--- src/core/pm_pkg.sv ---
// Shared constants and mode type of the power mode controller.
package pm_pkg;

  // Clock rate and the one-microsecond tick that all timers count.
  localparam int unsigned CLK_MHZ   = 100;
  localparam int unsigned TICK_CYC  = CLK_MHZ;
  localparam int unsigned US_PER_MS = 1000;
  localparam int unsigned US_PER_S  = 1000000;

  // Push-button hold times, programmable between least and most.
  localparam int unsigned WAKE1_MIN_MS = 50;
  localparam int unsigned WAKE1_MAX_MS = 1000;
  localparam int unsigned WAKE2_MIN_MS = 1000;
  localparam int unsigned WAKE2_MAX_MS = 2000;
  localparam int unsigned RESET_MIN_S  = 8;
  localparam int unsigned RESET_MAX_S  = 14;

  // Reset pulse width and the detection delay for a zero hold time.
  localparam int unsigned RESET_PULSE_MS = 400;
  localparam int unsigned DETECT_US      = 6;

  // Deglitch, watchdog and inactivity times.
  localparam int unsigned TS_DGL_MS = 50;
  localparam int unsigned CD_DGL_US = 100;
  localparam int unsigned WDOG_S    = 50;
  localparam int unsigned IDLE_MS   = 700;

  // System output start-up delay and soft-start length.
  localparam int unsigned START_SYS_US = 350;
  localparam int unsigned SOFTSTART_US = 400;

  // Reset values of the synchronised pins.
  localparam logic [4:0] RAW_RST = 5'h10;
  localparam logic [2:0] TS_RST  = 3'h0;

  // Operating modes of the device.
  typedef enum logic [2:0] {
    MODE_SHIP   = 3'b000,
    MODE_HIZ    = 3'b001,
    MODE_ACTBAT = 3'b010,
    MODE_CHGEN  = 3'b011,
    MODE_CHGDIS = 3'b100
  } pm_mode_type;

endpackage

--- src/core/pm_power_mode_controller.sv ---
// Power mode controller: modes, push-button, reset and host timers.
`timescale 1ns/1ns
// Functional notes
// (RQ1) Ship mode holds until input valid or wake.
// (RQ2) Host drives charge-disable high for ship mode.
// (RQ3) Ship request with input waits for removal.
// (RQ4) Button wake needs battery above top threshold.
// (RQ5) Host may clear ship request with input.
// (RQ6) Ship mode watches only input and button.
// (RQ7) High-Z: battery powers output, others sleep.
// (RQ8) High-Z aux output follows load switch pin.
// (RQ9) Charge-disable and input select the mode.
// (RQ10) High-Z request locks serial until pin toggles.
// (RQ11) Serial enabled within 1 ms leaving High-Z.
// (RQ12) First wake hold 0.05 s to 1 s.
// (RQ13) Second wake hold 1 s to 2 s.
// (RQ14) Reset hold 8-14 s, 400 ms pulse.
// (RQ15) Zero hold time resets after 6 us.
// (RQ16) Thermistor zone changes deglitched 50 ms.
// (RQ17) Host watchdog 50 s resets serial settings.
// (RQ18) Serial logic resets after 700 ms idle.
// (RQ19) System output switches 350 us after supply.
// (RQ20) Soft start with reduced limit follows.
// (RQ21) Charge-disable pin pulled down internally.
// (RQ22) Charge-disable edges deglitched 100 us.
module pm_power_mode_controller
#(
  parameter int unsigned WAKE1_MIN_T = pm_pkg::WAKE1_MIN_MS * pm_pkg::US_PER_MS,
  parameter int unsigned WAKE1_MAX_T = pm_pkg::WAKE1_MAX_MS * pm_pkg::US_PER_MS,
  parameter int unsigned WAKE2_MIN_T = pm_pkg::WAKE2_MIN_MS * pm_pkg::US_PER_MS,
  parameter int unsigned WAKE2_MAX_T = pm_pkg::WAKE2_MAX_MS * pm_pkg::US_PER_MS,
  parameter int unsigned RESET_MIN_T = pm_pkg::RESET_MIN_S * pm_pkg::US_PER_S,
  parameter int unsigned RESET_MAX_T = pm_pkg::RESET_MAX_S * pm_pkg::US_PER_S,
  parameter int unsigned PULSE_T     = pm_pkg::RESET_PULSE_MS * pm_pkg::US_PER_MS,
  parameter int unsigned TS_DGL_T    = pm_pkg::TS_DGL_MS * pm_pkg::US_PER_MS,
  parameter int unsigned CD_DGL_T    = pm_pkg::CD_DGL_US,
  parameter int unsigned WDOG_T      = pm_pkg::WDOG_S * pm_pkg::US_PER_S,
  parameter int unsigned IDLE_T      = pm_pkg::IDLE_MS * pm_pkg::US_PER_MS
)
(
  input  wire logic       mclk_i,
  input  wire logic       resetn_i,
  input  wire logic       ce_i,
  input  wire logic       charge_disable_pin_i,
  input  wire logic       pushbutton_input_n_i,
  input  wire logic       load_switch_ctrl_pin_i,
  input  wire logic       vin_above_uv_i,
  input  wire logic       bat_above_uv_i,
  input  wire logic       bat_above_max_uv_i,
  input  wire logic [2:0] thermistor_sense_zone_i,
  input  wire logic       ship_mode_request_set_i,
  input  wire logic       ship_mode_request_clr_i,
  input  wire logic       hiz_request_bit_wr_i,
  input  wire logic       aux_enable_reg_i,
  input  wire logic       wake1_sel_i,
  input  wire logic       wake2_sel_i,
  input  wire logic [1:0] reset_sel_i,
  input  wire logic       host_kick_i,
  input  wire logic       bus_activity_i,
  output logic      [2:0] mode_o,
  output logic            ship_mode_request_bit_o,
  output logic            bat_fet_on_o,
  output logic            charge_en_o,
  output logic            low_power_o,
  output logic            serial_if_en_o,
  output logic            aux_switch_regulator_output_en_o,
  output logic            charge_disable_pulldown_en_o,
  output logic            reset_out_o,
  output logic            reset_oe_n_o,
  output logic            wake1_o,
  output logic            wake2_o,
  output logic      [2:0] thermistor_zone_o,
  output logic            wdog_reset_o,
  output logic            bus_idle_reset_o,
  output logic            system_output_switch_en_o,
  output logic            soft_start_o
);

  // Short counts, in microsecond ticks, and the last prescaler cycle.
  localparam int unsigned DETECT_T = pm_pkg::DETECT_US;
  localparam int unsigned START_T  = pm_pkg::START_SYS_US;
  localparam int unsigned SOFT_END = START_T + pm_pkg::SOFTSTART_US;
  localparam logic [6:0] PRESC_LAST = 7'(pm_pkg::TICK_CYC - 1);

  // Timer slots of the generate loop.
  localparam int T_HOLD  = 0;
  localparam int T_PULSE = 1;
  localparam int T_WDOG  = 2;
  localparam int T_IDLE  = 3;
  localparam int T_START = 4;
  localparam int N_TMR   = 5;

  // Mode of the pin pair outside ship mode and the host lock.
  function automatic pm_pkg::pm_mode_type decode_mode(input logic cd,
                                                      input logic vin);
    if (vin)
      decode_mode = cd ? pm_pkg::MODE_CHGDIS : pm_pkg::MODE_CHGEN;
    else
      decode_mode = cd ? pm_pkg::MODE_ACTBAT : pm_pkg::MODE_HIZ;
  endfunction

  logic [6:0]         presc_q;      // Cycle prescaler for the tick.
  wire                tick;         // One-cycle pulse every microsecond.
  wire  [4:0]         raw_s;        // Synchronised plain pins.
  wire                cd_f;         // Deglitched charge-disable level.
  logic               cd_prev_q;    // Charge-disable level last cycle.
  wire                cd_edge;      // Charge-disable has toggled.
  wire                vin_s;        // Input supply above threshold.
  wire                bat_s;        // Battery above its threshold.
  wire                bat_max_s;    // Battery above highest threshold.
  wire                pressed;      // Push button held down.
  wire                ls_s;         // Load switch control level.
  logic               pb_prev_q;    // Button state last cycle.
  wire                released;     // Button has just been let go.
  pm_pkg::pm_mode_type mode_q;      // Current operating mode.
  pm_pkg::pm_mode_type mode_d;      // Next operating mode.
  pm_pkg::pm_mode_type norm_mode;   // Mode outside ship mode.
  logic               ship_req_q;   // Ship mode request bit.
  logic               lock_q;       // Serial port locked by High-Z write.
  wire                lock_d;       // Next lock value.
  logic               aux_kept_q;   // Aux enable held at High-Z entry.
  wire                hiz_entry;    // High-Z is entered this cycle.
  wire                ship_enter;   // Ship mode is entered this cycle.
  wire                ship_exit;    // Ship mode is left this cycle.
  wire  [31:0]        tmr_cnt [N_TMR];
  wire  [N_TMR-1:0]   tmr_clr;      // Clear of each timer.
  wire  [31:0]        wake1_thr;    // Selected first wake time.
  wire  [31:0]        wake2_thr;    // Selected second wake time.
  wire  [31:0]        rst_thr;      // Selected reset hold time.
  wire                wake1_rel;    // Release after a first-wake hold.
  wire                wake2_rel;    // Release after a second-wake hold.
  logic               fired_q;      // Reset already fired this press.
  wire                rst_fire;     // Start of a reset pulse.
  logic               pulse_q;      // Reset pulse in progress.
  wire                supply_up;    // A supply feeds the system output.
  wire                wdog_hit;     // Watchdog time has run out.
  wire                idle_hit;     // Bus has been idle too long.

  // Microsecond tick prescaler.
  assign tick = (presc_q == PRESC_LAST);
  always_ff @(posedge mclk_i or negedge resetn_i)
  begin
    if (!resetn_i)
      presc_q <= 7'h00;
    else if (ce_i)
      presc_q <= tick ? 7'h00 : presc_q + 7'h01;
  end

  // Plain pins pass three flip-flops and no filter.
  pm_filt #(.W(5), .DGL_TICKS(0), .RST(pm_pkg::RAW_RST)) u_raw (
    .mclk_i   (mclk_i),
    .resetn_i (resetn_i),
    .ce_i     (ce_i),
    .tick_i   (tick),
    .d_i      ({pushbutton_input_n_i, vin_above_uv_i, bat_above_uv_i,
                bat_above_max_uv_i, load_switch_ctrl_pin_i}),
    .q_o      (raw_s)
  );
  assign pressed   = ~raw_s[4];
  assign vin_s     = raw_s[3];
  assign bat_s     = raw_s[2];
  assign bat_max_s = raw_s[1];
  assign ls_s      = raw_s[0];

  // Charge-disable is deglitched on both edges.
  pm_filt #(.W(1), .DGL_TICKS(CD_DGL_T), .RST(1'b0)) u_cd ( // RQ22
    .mclk_i   (mclk_i),
    .resetn_i (resetn_i),
    .ce_i     (ce_i),
    .tick_i   (tick),
    .d_i      (charge_disable_pin_i),
    .q_o      (cd_f)
  );

  // Thermistor zone changes are deglitched before they are used.
  pm_filt #(.W(3), .DGL_TICKS(TS_DGL_T), .RST(pm_pkg::TS_RST)) u_ts ( // RQ16
    .mclk_i   (mclk_i),
    .resetn_i (resetn_i),
    .ce_i     (ce_i),
    .tick_i   (tick),
    .d_i      (thermistor_sense_zone_i),
    .q_o      (thermistor_zone_o)
  );

  // Timers: button hold, reset pulse, watchdog, bus idle, start-up.
  generate
    for (genvar i = 0; i < N_TMR; i++)
    begin : g_tmr
      pm_timer u_tmr (
        .mclk_i   (mclk_i),
        .resetn_i (resetn_i),
        .ce_i     (ce_i),
        .tick_i   (tick),
        .clr_i    (tmr_clr[i]),
        .cnt_o    (tmr_cnt[i])
      );
    end
  endgenerate

  // Timer clears.
  assign tmr_clr[T_HOLD]  = ~pressed;
  assign tmr_clr[T_PULSE] = ~pulse_q;
  assign tmr_clr[T_WDOG]  = host_kick_i | wdog_hit;
  assign tmr_clr[T_IDLE]  = bus_activity_i | idle_hit;
  assign tmr_clr[T_START] = ~supply_up;

  // Programmable hold thresholds.
  assign wake1_thr = wake1_sel_i ? WAKE1_MAX_T : WAKE1_MIN_T; // RQ12
  assign wake2_thr = wake2_sel_i ? WAKE2_MAX_T : WAKE2_MIN_T; // RQ13
  assign rst_thr   = (reset_sel_i == 2'h0) ? DETECT_T :       // RQ15
                     (reset_sel_i == 2'h1) ? RESET_MIN_T :    // RQ14
                     RESET_MAX_T;

  // Wake events are judged on release, with the hold still counted.
  assign released  = pb_prev_q & ~pressed;
  assign wake1_rel = released & (tmr_cnt[T_HOLD] >= wake1_thr);
  assign wake2_rel = released & (tmr_cnt[T_HOLD] >= wake2_thr);

  // Reset fires once per press; not while the part sits in ship mode.
  assign rst_fire = pressed & ~fired_q & (mode_q != pm_pkg::MODE_SHIP) &
                    (tmr_cnt[T_HOLD] >= rst_thr);                 // RQ14

  // Host timers run out.
  assign wdog_hit = tmr_cnt[T_WDOG] >= WDOG_T;                    // RQ17
  assign idle_hit = tmr_cnt[T_IDLE] >= IDLE_T;                    // RQ18

  // System output runs once a supply is up and ship mode is left.
  assign supply_up = (bat_s | vin_s) & (mode_q != pm_pkg::MODE_SHIP);

  // Mode selection. Ship mode needs the pin high and no input.
  assign cd_edge    = cd_f ^ cd_prev_q;
  assign lock_d     = (hiz_request_bit_wr_i & ~vin_s) |           // RQ10
                      (lock_q & ~cd_edge);
  assign norm_mode  = (lock_q & ~vin_s) ? pm_pkg::MODE_HIZ :
                      decode_mode(cd_f, vin_s);                   // RQ9
  assign ship_enter = ship_req_q & cd_f & ~vin_s &                // RQ3
                      (mode_q != pm_pkg::MODE_SHIP);              // RQ2
  assign ship_exit  = (mode_q == pm_pkg::MODE_SHIP) &             // RQ6
                      (vin_s | (wake1_rel & bat_max_s));          // RQ4
  assign mode_d     = ship_enter ? pm_pkg::MODE_SHIP :
                      ((mode_q == pm_pkg::MODE_SHIP) && !ship_exit) ?
                      pm_pkg::MODE_SHIP : norm_mode;              // RQ1
  assign hiz_entry  = (mode_d == pm_pkg::MODE_HIZ) &&
                      (mode_q != pm_pkg::MODE_HIZ);

  // Mode, lock and request bit; a set wins over any clear.
  always_ff @(posedge mclk_i or negedge resetn_i)
  begin
    if (!resetn_i)
    begin
      mode_q     <= pm_pkg::MODE_ACTBAT;
      lock_q     <= 1'b0;
      ship_req_q <= 1'b0;
      cd_prev_q  <= 1'b0;
    end
    else if (ce_i)
    begin
      mode_q    <= mode_d;
      lock_q    <= lock_d;
      cd_prev_q <= cd_f;
      if (ship_mode_request_set_i)
        ship_req_q <= 1'b1;
      else if ((ship_mode_request_clr_i && vin_s) || ship_exit) // RQ5
        ship_req_q <= 1'b0;
    end
  end

  // Button history, reset pulse and aux enable held at High-Z entry.
  always_ff @(posedge mclk_i or negedge resetn_i)
  begin
    if (!resetn_i)
    begin
      pb_prev_q  <= 1'b0;
      fired_q    <= 1'b0;
      pulse_q    <= 1'b0;
      aux_kept_q <= 1'b0;
    end
    else if (ce_i)
    begin
      pb_prev_q <= pressed;
      fired_q   <= pressed & (fired_q | rst_fire);
      if (rst_fire)
        pulse_q <= 1'b1;
      else if (tmr_cnt[T_PULSE] >= PULSE_T)
        pulse_q <= 1'b0;
      if (hiz_entry)
        aux_kept_q <= aux_enable_reg_i;                           // RQ8
    end
  end

  // Registered outputs.
  always_ff @(posedge mclk_i or negedge resetn_i)
  begin
    if (!resetn_i)
    begin
      mode_o                           <= pm_pkg::MODE_ACTBAT;
      bat_fet_on_o                     <= 1'b1;
      charge_en_o                      <= 1'b0;
      low_power_o                      <= 1'b0;
      serial_if_en_o                   <= 1'b1;
      aux_switch_regulator_output_en_o <= 1'b0;
      wake1_o                          <= 1'b0;
      wake2_o                          <= 1'b0;
      wdog_reset_o                     <= 1'b0;
      bus_idle_reset_o                 <= 1'b0;
      system_output_switch_en_o        <= 1'b0;
      soft_start_o                     <= 1'b0;
    end
    else if (ce_i)
    begin
      mode_o         <= mode_d;
      bat_fet_on_o   <= (mode_d != pm_pkg::MODE_SHIP);            // RQ1
      charge_en_o    <= (mode_d == pm_pkg::MODE_CHGEN);           // RQ9
      low_power_o    <= (mode_d == pm_pkg::MODE_HIZ) ||           // RQ7
                        (mode_d == pm_pkg::MODE_SHIP);
      serial_if_en_o <= (mode_d != pm_pkg::MODE_SHIP) &&          // RQ11
                        !(lock_d && !vin_s);
      if (mode_d == pm_pkg::MODE_SHIP)
        aux_switch_regulator_output_en_o <= 1'b0;
      else if (mode_d == pm_pkg::MODE_HIZ)
        aux_switch_regulator_output_en_o <= ls_s |                // RQ8
          (hiz_entry ? aux_enable_reg_i : aux_kept_q);
      else
        aux_switch_regulator_output_en_o <= aux_enable_reg_i;
      wake1_o          <= wake1_rel;                              // RQ12
      wake2_o          <= wake2_rel & (mode_q != pm_pkg::MODE_SHIP);
      wdog_reset_o     <= wdog_hit;                               // RQ17
      bus_idle_reset_o <= idle_hit;                               // RQ18
      system_output_switch_en_o <= supply_up &                    // RQ19
                                   (tmr_cnt[T_START] >= START_T);
      soft_start_o <= supply_up & (tmr_cnt[T_START] >= START_T) & // RQ20
                      (tmr_cnt[T_START] < SOFT_END);
    end
  end

  // Open-drain reset drives low while the pulse runs.
  assign reset_out_o  = 1'b0;
  assign reset_oe_n_o = ~pulse_q;                                 // RQ14
  assign ship_mode_request_bit_o = ship_req_q;
  assign charge_disable_pulldown_en_o = 1'b1;                     // RQ21
endmodule

--- src/core/pm_filt.sv ---
// Two-stage synchroniser followed by a stability deglitch filter.
`timescale 1ns/1ns
module pm_filt
#(
  parameter int unsigned W         = 1,
  parameter int unsigned DGL_TICKS = 0,
  parameter logic [W-1:0] RST      = '0
)
(
  input  wire logic         mclk_i,
  input  wire logic         resetn_i,
  input  wire logic         ce_i,
  input  wire logic         tick_i,
  input  wire logic [W-1:0] d_i,
  output logic      [W-1:0] q_o
);

  logic [W-1:0] s1_q;   // First stage, read only by the second.
  logic [W-1:0] s2_q;   // Second stage, safe to use.
  logic [31:0]  cnt_q;  // Ticks the new value has been stable.

  // Synchroniser; both stages take the reset value.
  always_ff @(posedge mclk_i or negedge resetn_i)
  begin
    if (!resetn_i)
    begin
      s1_q <= RST;
      s2_q <= RST;
    end
    else if (ce_i)
    begin
      s1_q <= d_i;
      s2_q <= s1_q;
    end
  end

  // A change is accepted only after it has held for DGL_TICKS ticks.
  always_ff @(posedge mclk_i or negedge resetn_i)
  begin
    if (!resetn_i)
    begin
      q_o   <= RST;
      cnt_q <= 32'h0;
    end
    else if (ce_i)
    begin
      if (s2_q == q_o)
        cnt_q <= 32'h0;
      else if (DGL_TICKS == 0)
        q_o <= s2_q;
      else if (tick_i)
      begin
        if (cnt_q + 32'h1 >= DGL_TICKS)
        begin
          q_o   <= s2_q;
          cnt_q <= 32'h0;
        end
        else
          cnt_q <= cnt_q + 32'h1;
      end
    end
  end

endmodule

--- src/core/pm_timer.sv ---
// Saturating microsecond tick counter with synchronous clear.
`timescale 1ns/1ns
module pm_timer
(
  input  wire logic        mclk_i,
  input  wire logic        resetn_i,
  input  wire logic        ce_i,
  input  wire logic        tick_i,
  input  wire logic        clr_i,
  output logic      [31:0] cnt_o
);

  // Clear has priority; the count stops at its top value.
  always_ff @(posedge mclk_i or negedge resetn_i)
  begin
    if (!resetn_i)
      cnt_o <= 32'h0;
    else if (ce_i)
    begin
      if (clr_i)
        cnt_o <= 32'h0;
      else if (tick_i && cnt_o != 32'hFFFFFFFF)
        cnt_o <= cnt_o + 32'h1;
    end
  end

endmodule

--- config.mk ---
export PLATFORM = sky130hd
export DESIGN_NAME = pm_power_mode_controller
export DESIGN_NICKNAME = d
export VERILOG_FILES = /design/src/core/pm_pkg.sv /design/src/core/pm_power_mode_controller.sv /design/src/core/pm_filt.sv /design/src/core/pm_timer.sv
export SDC_FILE = /design/constraint.sdc
export NUM_CORES = 1
export LEC_CHECK = 0
export BUFFER_PORTS_ARGS = -buffer_cell sky130_fd_sc_hd__clkbuf_2
export CELL_PAD_IN_SITES_DETAIL_PLACEMENT = 1
export CELL_PAD_IN_SITES_GLOBAL_PLACEMENT = 2
export CORE_UTILIZATION = 40
export CTS_CLUSTER_DIAMETER = 200
export CTS_CLUSTER_SIZE = 14
export DETAILED_ROUTE_END_ITERATION = 7
export HOLD_SLACK_MARGIN = 0.06
export PLACE_DENSITY_LB_ADDON = 0.1
export SYNTH_ARGS = -nofsm -noshare
export SYNTH_HDL_FRONTEND = slang
export SYNTH_SLANG_ARGS = --single-unit
export TNS_END_PERCENT = 10
--- constraint.sdc ---
create_clock -name mclk_i -period 4 [get_ports mclk_i]
set_clock_uncertainty 0.05 [all_clocks]
set_input_delay 1 -clock mclk_i [delete_from_list [all_inputs] [get_ports mclk_i]]
set_output_delay 1 -clock mclk_i [all_outputs]
set_load 0.02 [all_outputs]
### Word-level counts from Yosys, hierarchy flattened

Index checks and enable logic that the tools add are counted.

| storage, ports and cells | value |
|---|---|
| input bits | 22 |
| output and inout port bits | 21 |
| register bits | 279 |
| word-level logic and storage cells | 177 |

| operators by class | value |
|---|---|
| reduce and logical (&&, ||, !) cells | 39 |
| $lt $le $gt $ge | 10 |
| muxes and demuxes | 34 |
| $add $sub $neg | 8 |
| bitwise operators | 35 |
| equal/unequal tests | 15 |

Operator list:

| kind | count |
|---|---|
| $mux W32 | 16 |
| $add A32 B1 Y32 const B | 7 |
| $ne A32 B32 Y1 const B | 5 |
| $mux W24 | 2 |
| $ge A32 B16 Y1 const B | 1 |
| $ge A32 B19 Y1 const B | 1 |
| $ge A32 B20 Y1 | 1 |
| $ge A32 B20 Y1 const B | 1 |
| $ge A32 B21 Y1 | 1 |
| $ge A32 B24 Y1 | 1 |
| $ge A32 B26 Y1 const B | 1 |
| $ge A32 B7 Y1 const B | 1 |
| $ge A32 B9 Y1 const B | 1 |
| $lt A32 B10 Y1 const B | 1 |
| $mux W21 | 1 |
| $mux W20 | 1 |
| $reduce_and A2 Y1 | 10 |
| $and A1 B1 Y1 | 19 |
| $mux W3 | 5 |
| $reduce_bool A2 Y1 | 7 |
| $logic_and A1 B1 Y1 | 10 |
| $not A1 Y1 | 8 |
| $reduce_and A4 Y1 | 2 |
| $add A7 B1 Y7 const B | 1 |
| other kinds (19) | 37 |

### Logic depth before layout (Yosys ltp)

| depth | value |
|---|---|
| depth in word-level cells | 16 |
| depth in mapped cells | 12 |
| depth with buffers taken out | 11 |

### By module

Synthesis repeated with hierarchy kept, for this count alone.

| second synthesis, totals | value |
|---|---|
| cell total of the unflattened synthesis | 2037 |
| area, all modules | 18635.4 µm² |

Modules (own cells, without submodules):

| module | area an instance (µm²) | cells each | times used | sequential area each (µm²) |
|---|---|---|---|---|
| pm_timer (g_tmr[0].u_tmr ...) | 2162.1 | 242 | 4 | 800.8 |
| pm_power_mode_controller | 2606.2 | 304 | 1 | 704.4 |
| pm_filt (u_ts) | 2464.9 | 265 | 1 | 1026.0 |
| pm_timer (g_tmr[4].u_tmr) | 2197.1 | 253 | 1 | 800.8 |
| pm_filt (u_cd) | 2102.0 | 215 | 1 | 875.8 |
| pm_filt (u_raw) | 616.8 | 32 | 1 | 379.1 |

### Worst setup path after synthesis

Ideal clock, no wire load.

| timing path | value |
|---|---|
| path type | in2reg |
| from | in wake1_sel_i |
| to | reg aux_kept_q |
| arrival | 3.262 ns |
| stages | 9 |
| required time | 3.825 ns |
| path buffers | 0 |
| setup slack | 0.563 ns |
| library setup time | 0.125 ns |
| cell sequence | inv_1 -> ha_1 -> nand3_1 -> or3b_2 -> a31o_2 -> a211oi_1 -> o311a_1 -> nor3b_1 -> mux2_2 |

| on the way | value |
|---|---|
| cells in the longest elaborated chain, start to end | 13 |

RTL lines:

| item | line | RTL |
|---|---|---|
| start: declaration | pm_power_mode_controller.sv:55 | `input wire logic wake1_sel_i,` |
| $mux W20 | pm_power_mode_controller.sv:208 | `assign wake1_thr = wake1_sel_i ? WAKE1_MAX_T : WAKE1_MIN_T;` |
| $ge A32 B20 Y1 | pm_power_mode_controller.sv:216 | `assign wake1_rel = released & (tmr_cnt[T_HOLD] >= wake1_thr);` |
| $and A1 B1 Y1 | pm_power_mode_controller.sv:216 |  |
| $and A1 B1 Y1 | pm_power_mode_controller.sv:239 | `(vin_s \| (wake1_rel & bat_max_s));` |
| $or A1 B1 Y1 | pm_power_mode_controller.sv:239 |  |
| $and A1 B1 Y1 | pm_power_mode_controller.sv:238 | `assign ship_exit = (mode_q == pm_pkg::MODE_SHIP) &` |
| $logic_not A1 Y1 | pm_power_mode_controller.sv:241 | `((mode_q == pm_pkg::MODE_SHIP) && !ship_exit) ?` |
| $logic_and A1 B1 Y1 | pm_power_mode_controller.sv:241 |  |
| $mux W3 | pm_power_mode_controller.sv:241 |  |
| $mux W3 | pm_power_mode_controller.sv:240 | `assign mode_d = ship_enter ? pm_pkg::MODE_SHIP :` |
| $eq A3 B1 Y1 | pm_power_mode_controller.sv:243 | `assign hiz_entry = (mode_d == pm_pkg::MODE_HIZ) &&` |
| $logic_and A1 B1 Y1 | pm_power_mode_controller.sv:243 |  |
| $mux W1 | -- |  |
| end signal: assignment | pm_power_mode_controller.sv:287 | `aux_kept_q <= aux_enable_reg_i;` |
| end: declaration | pm_power_mode_controller.sv:121 | `logic aux_kept_q;` |

Every way passes these cells.
A chain may end at the register's enable or synchronous reset.

### Worst setup path in the final report

| timing path | value |
|---|---|
| from | reg u_ts.cnt_q[0] |
| to | reg u_ts.cnt_q[9] |

| on the way | value |
|---|---|
| cells in the longest elaborated chain, start to end | 5 |

RTL lines:

| item | line | RTL |
|---|---|---|
| start: declaration | pm_filt.sv:20 | `logic [31:0] cnt_q;` |
| start signal: assignment | pm_filt.sv:59 | `cnt_q <= cnt_q + 32'h1;` |
| $add A32 B1 Y32 * | pm_filt.sv:53, pm_filt.sv:59 |  |
| $ge A32 B16 Y1 | pm_filt.sv:53 | `if (cnt_q + 32'h1 >= DGL_TICKS)` |
| $mux W32 * | pm_filt.sv:53 |  |
| $mux W32 * | pm_filt.sv:51 | `else if (tick_i)` |
| $mux W32 * | pm_filt.sv:47 | `if (s2_q == q_o)` |

Mark *: on every way between the ends. The rest lies on a longest branch, timed or not. The select of a mux whose other input is x is not followed.

==> impl_results.md <==
- Wire per inst: 17.5 um
- Startpoint types: flip-flop
- CTS root buf: clkbuf_16
- Synthesized Nets: 1700
- Distinct cells, synth: 79
- Cell area after synthesis: 15200 um^2
- Layout cells sized above 1: 9.49%
- P&R area growth vs syn: 9.92%
- Asr flop ratio synth: 100%
- Largest driver fanout on the critical path: 25
- Clk Latency, worst-skew pair: 0.54 ns
- Routed Antenna Nets: 0
- # DRC: 0
- Largest net degree at the start of global routing: 86
- First-pass GRT wire length: 65800 um
- Commonest non-fill, non-tap cell in the layout: dfrtp_1
- Fin Hold WS: 0.372 ns
- Post-synth top area cell: dfrtp_1
- Crit path max-delay family: simple AND/OR/NAND/NOR gates
- Worst slack at placement: 0.351 ns
- Syn avg cell area: 9.34 um^2
- Syn. warnings: 0
- CORE AREA: 37600 um^2
- GR Util All Layers: 20.5%
- Worst-Margin Slew: 0.980 ns
- # nets final: 1730
- H-tree depth: 1
- Arrival time worst endpoint: 3.73 ns
- RD Place Congestion: 0.793
- Boundary Pins: 43
- Post-synth EDFFs: 0
- RSZ-0062 raised after global routing: false
- Worst hold-check path type: in -> async
- VDD IR max: 0.239 mV
- Detailed placement HPWL: 27200 um
- GR peak layer: met2
- Reg clk slew, reported paths: 0.07 ns
- Final core utilization: 44.5%
- Max-cap viol count: 0
- Post-synthesis register bit count: 279
- Vias per cell: 5.53
- Hold_buf cts: 0
- CP max stage delay: 0.48 ns
- Pwr dens: 338 nW/um^2
- CP Cell Sequence: ha_1 > and3_1 > nand3_1 > nor4_1 > mux2i_1 > nand4_1 > nor4_4 > buf_4 > nand3_1 > o211ai_1
- Mapped Cells: 1630
- Via Count: 12100
- Total gr overflow: 0
- Crit path top cell by count: nand3_1
- Worst Setup Slack, final: 0.667 ns
- Met2 Use GR: 34.0%
- WP buf/inv: 1
- Max Clk Rate: 300 MHz
- Setup Viol. Count Final: 0
- Vert. Die Dim: 197 um
- Met1 usage: 28.5%
- Status: completed
- Crit path kind: reg -> reg
- Most frequent cells in the layout: dfrtp_1 (273), nor2_1 (198), nand2_1 (126)
- Initial antenna violation count: 1
- Wirelength, routed: 38300 um
- Commonest register cell after synthesis: dfrtp_1
- Resized Gates After CTS: 0
- Std cell rows: 71
- Tcrit/Tclk final: 83.3%
- Top post-synthesis cells by area: dfrtp_1 (45%), nor2_1 (4.9%), ha_1 (3.9%)
- Max-Slew Margin vs Limit: 34.3%
- Initial DRC count: 432
- Post-synth top area share: 44.9%
- Cts bufs inserted: 23
- Sequential-to-total area share from yosys stat: 45.9%
- Total setup buffers inserted after CTS: 0
- Starting Density: 40.5%
- Min Tclk post-route: 3.33 ns
- Sink Count: 279
- CTS max path bufs: 3
- Total negative slack: 0 ns
- DR pass1 iterations: 4
- Vias in the first global route: 12600
- Crit. End Element: flip-flop
- Die Width: 197 um
- GR Util met3: 2.71%
- Slowest cell on crit path: dfrtp_1
- Leakage: 7.29 nW
- WP data required: 4.40 ns
- Final Max Tran Viols: 0
- PortBufs: 40
- Total Die Area: 38800 um^2
- Fin. Hold Viols: 0
- TritonCTS clock tree: built
- Antenna diode instance count: 0
==> area by class of cell <==
type / instances / area (um^2)
clock buffers: 39 / 636
clock inverters: 1 / 8.76
fillers: 4296 / 20800
inverters: 47 / 176
multi-input cells: 1236 / 7800
flip-flops and latches: 279 / 6990
well taps: 511 / 639
repair buffers: 73 / 483
==> cell usage after synthesis, types with 17 or more instances <==
master	number
dfrtp_1	273
nor2_1	200
nand2_1	126
nand3_1	97
nand4_1	62
xor2_1	62
xnor2_1	60
o21ai_0	59
a21oi_1	54
clkbuf_1	53
and2_1	49
ha_1	48
inv_1	46
nor3_1	44
and3_1	41
nor4_1	36
or3_1	33
mux2_2	30
a31oi_1	20
and4_1	20
nor2b_1	18
a41oi_1	17
==> logic make-up (layout without fill, tap and decap cells) <==
family | count (synthesis) | after routing | share of synthesized area (%)
and+or+nand+nor | 768 | 768 | 26.0
DFF | 279 | 279 | 45.9
AOI/OAI and AO/OA | 251 | 251 | 10.9
xor gates and xnor gates | 122 | 122 | 7.02
buffers and inverters | 115 | 160 | 2.99
adders and majority gates | 48 | 48 | 3.95
muxes | 45 | 45 | 3.24
other | 2 | 2 | 0.0493
==> metrics by stage <==
| stage | area, um^2 | instances | power [mW] |
|---|---|---|---|
| global placement | 16100 | 2146 | 3.56 |
| global route | 16700 | 2186 | 5.91 |
| finish | 16700 | 2186 | 5.66 |
| CTS | 16700 | 2186 | 5.76 |
| detailed placement | 16100 | 2146 | 3.58 |
| floorplan | 15200 | 1630 | 3.33 |
==> report_power, final <==
| part | leakage [nW] | total [mW] | internal, mW | switching (mW) |
|---|---|---|---|---|
| Clock | 0.307 | 2.15 | 1.08 | 1.07 |
| Sequential | 3.79 | 3.02 | 2.92 | 0.101 |
| Combinational | 3.19 | 0.489 | 0.165 | 0.324 |
==> final timing paths <==
| path | to | slack (ns) | from | depth (start not counted) |
|---|---|---|---|---|
| hold / removal | u_cd.cnt_q[14]$_DFFE_PN0P_ | 0.37 | resetn_i | 1 |
| max in group asynchronous | g_tmr[4].u_tmr.cnt_o[9]$_DFFE_PN0P_ | 2.61 | resetn_i | 2 |
| min in group mclk_i | lock_q$_DFFE_PN0P_ | 0.44 | lock_q$_DFFE_PN0P_ | 2 |
| setup / recovery | u_ts.cnt_q[9]$_DFFE_PN0P_ | 0.67 | u_ts.cnt_q[0]$_DFFE_PN0P_ | 10 |
| hold reg to reg | lock_q$_DFFE_PN0P_ | 0.44 | lock_q$_DFFE_PN0P_ | 2 |
| setup reg to reg | u_ts.cnt_q[9]$_DFFE_PN0P_ | 0.67 | u_ts.cnt_q[0]$_DFFE_PN0P_ | 10 |
==> metal layers <==
layer / up-vias / wire length, um
li1: 5887 / -
met1: 6076 / 18900
met2: 88 / 17700
met3: 42 / 887
met4: 2 / 891
met5: - / 13
==> state kept, by name (all words and copies together) (netlist names), 3 cells and up <==
register and flops:
u_ts.s1_q 3, u_raw.s2_q 5, mode_o 3, u_ts.cnt_q 32, u_cd.cnt_q 32, g_tmr.u_tmr.cnt_o 160, u_raw.q_o 5, u_ts.q_o 3
u_ts.s2_q 3, presc_q 7, u_raw.s1_q 5
(Power assumes the default switching activity.)
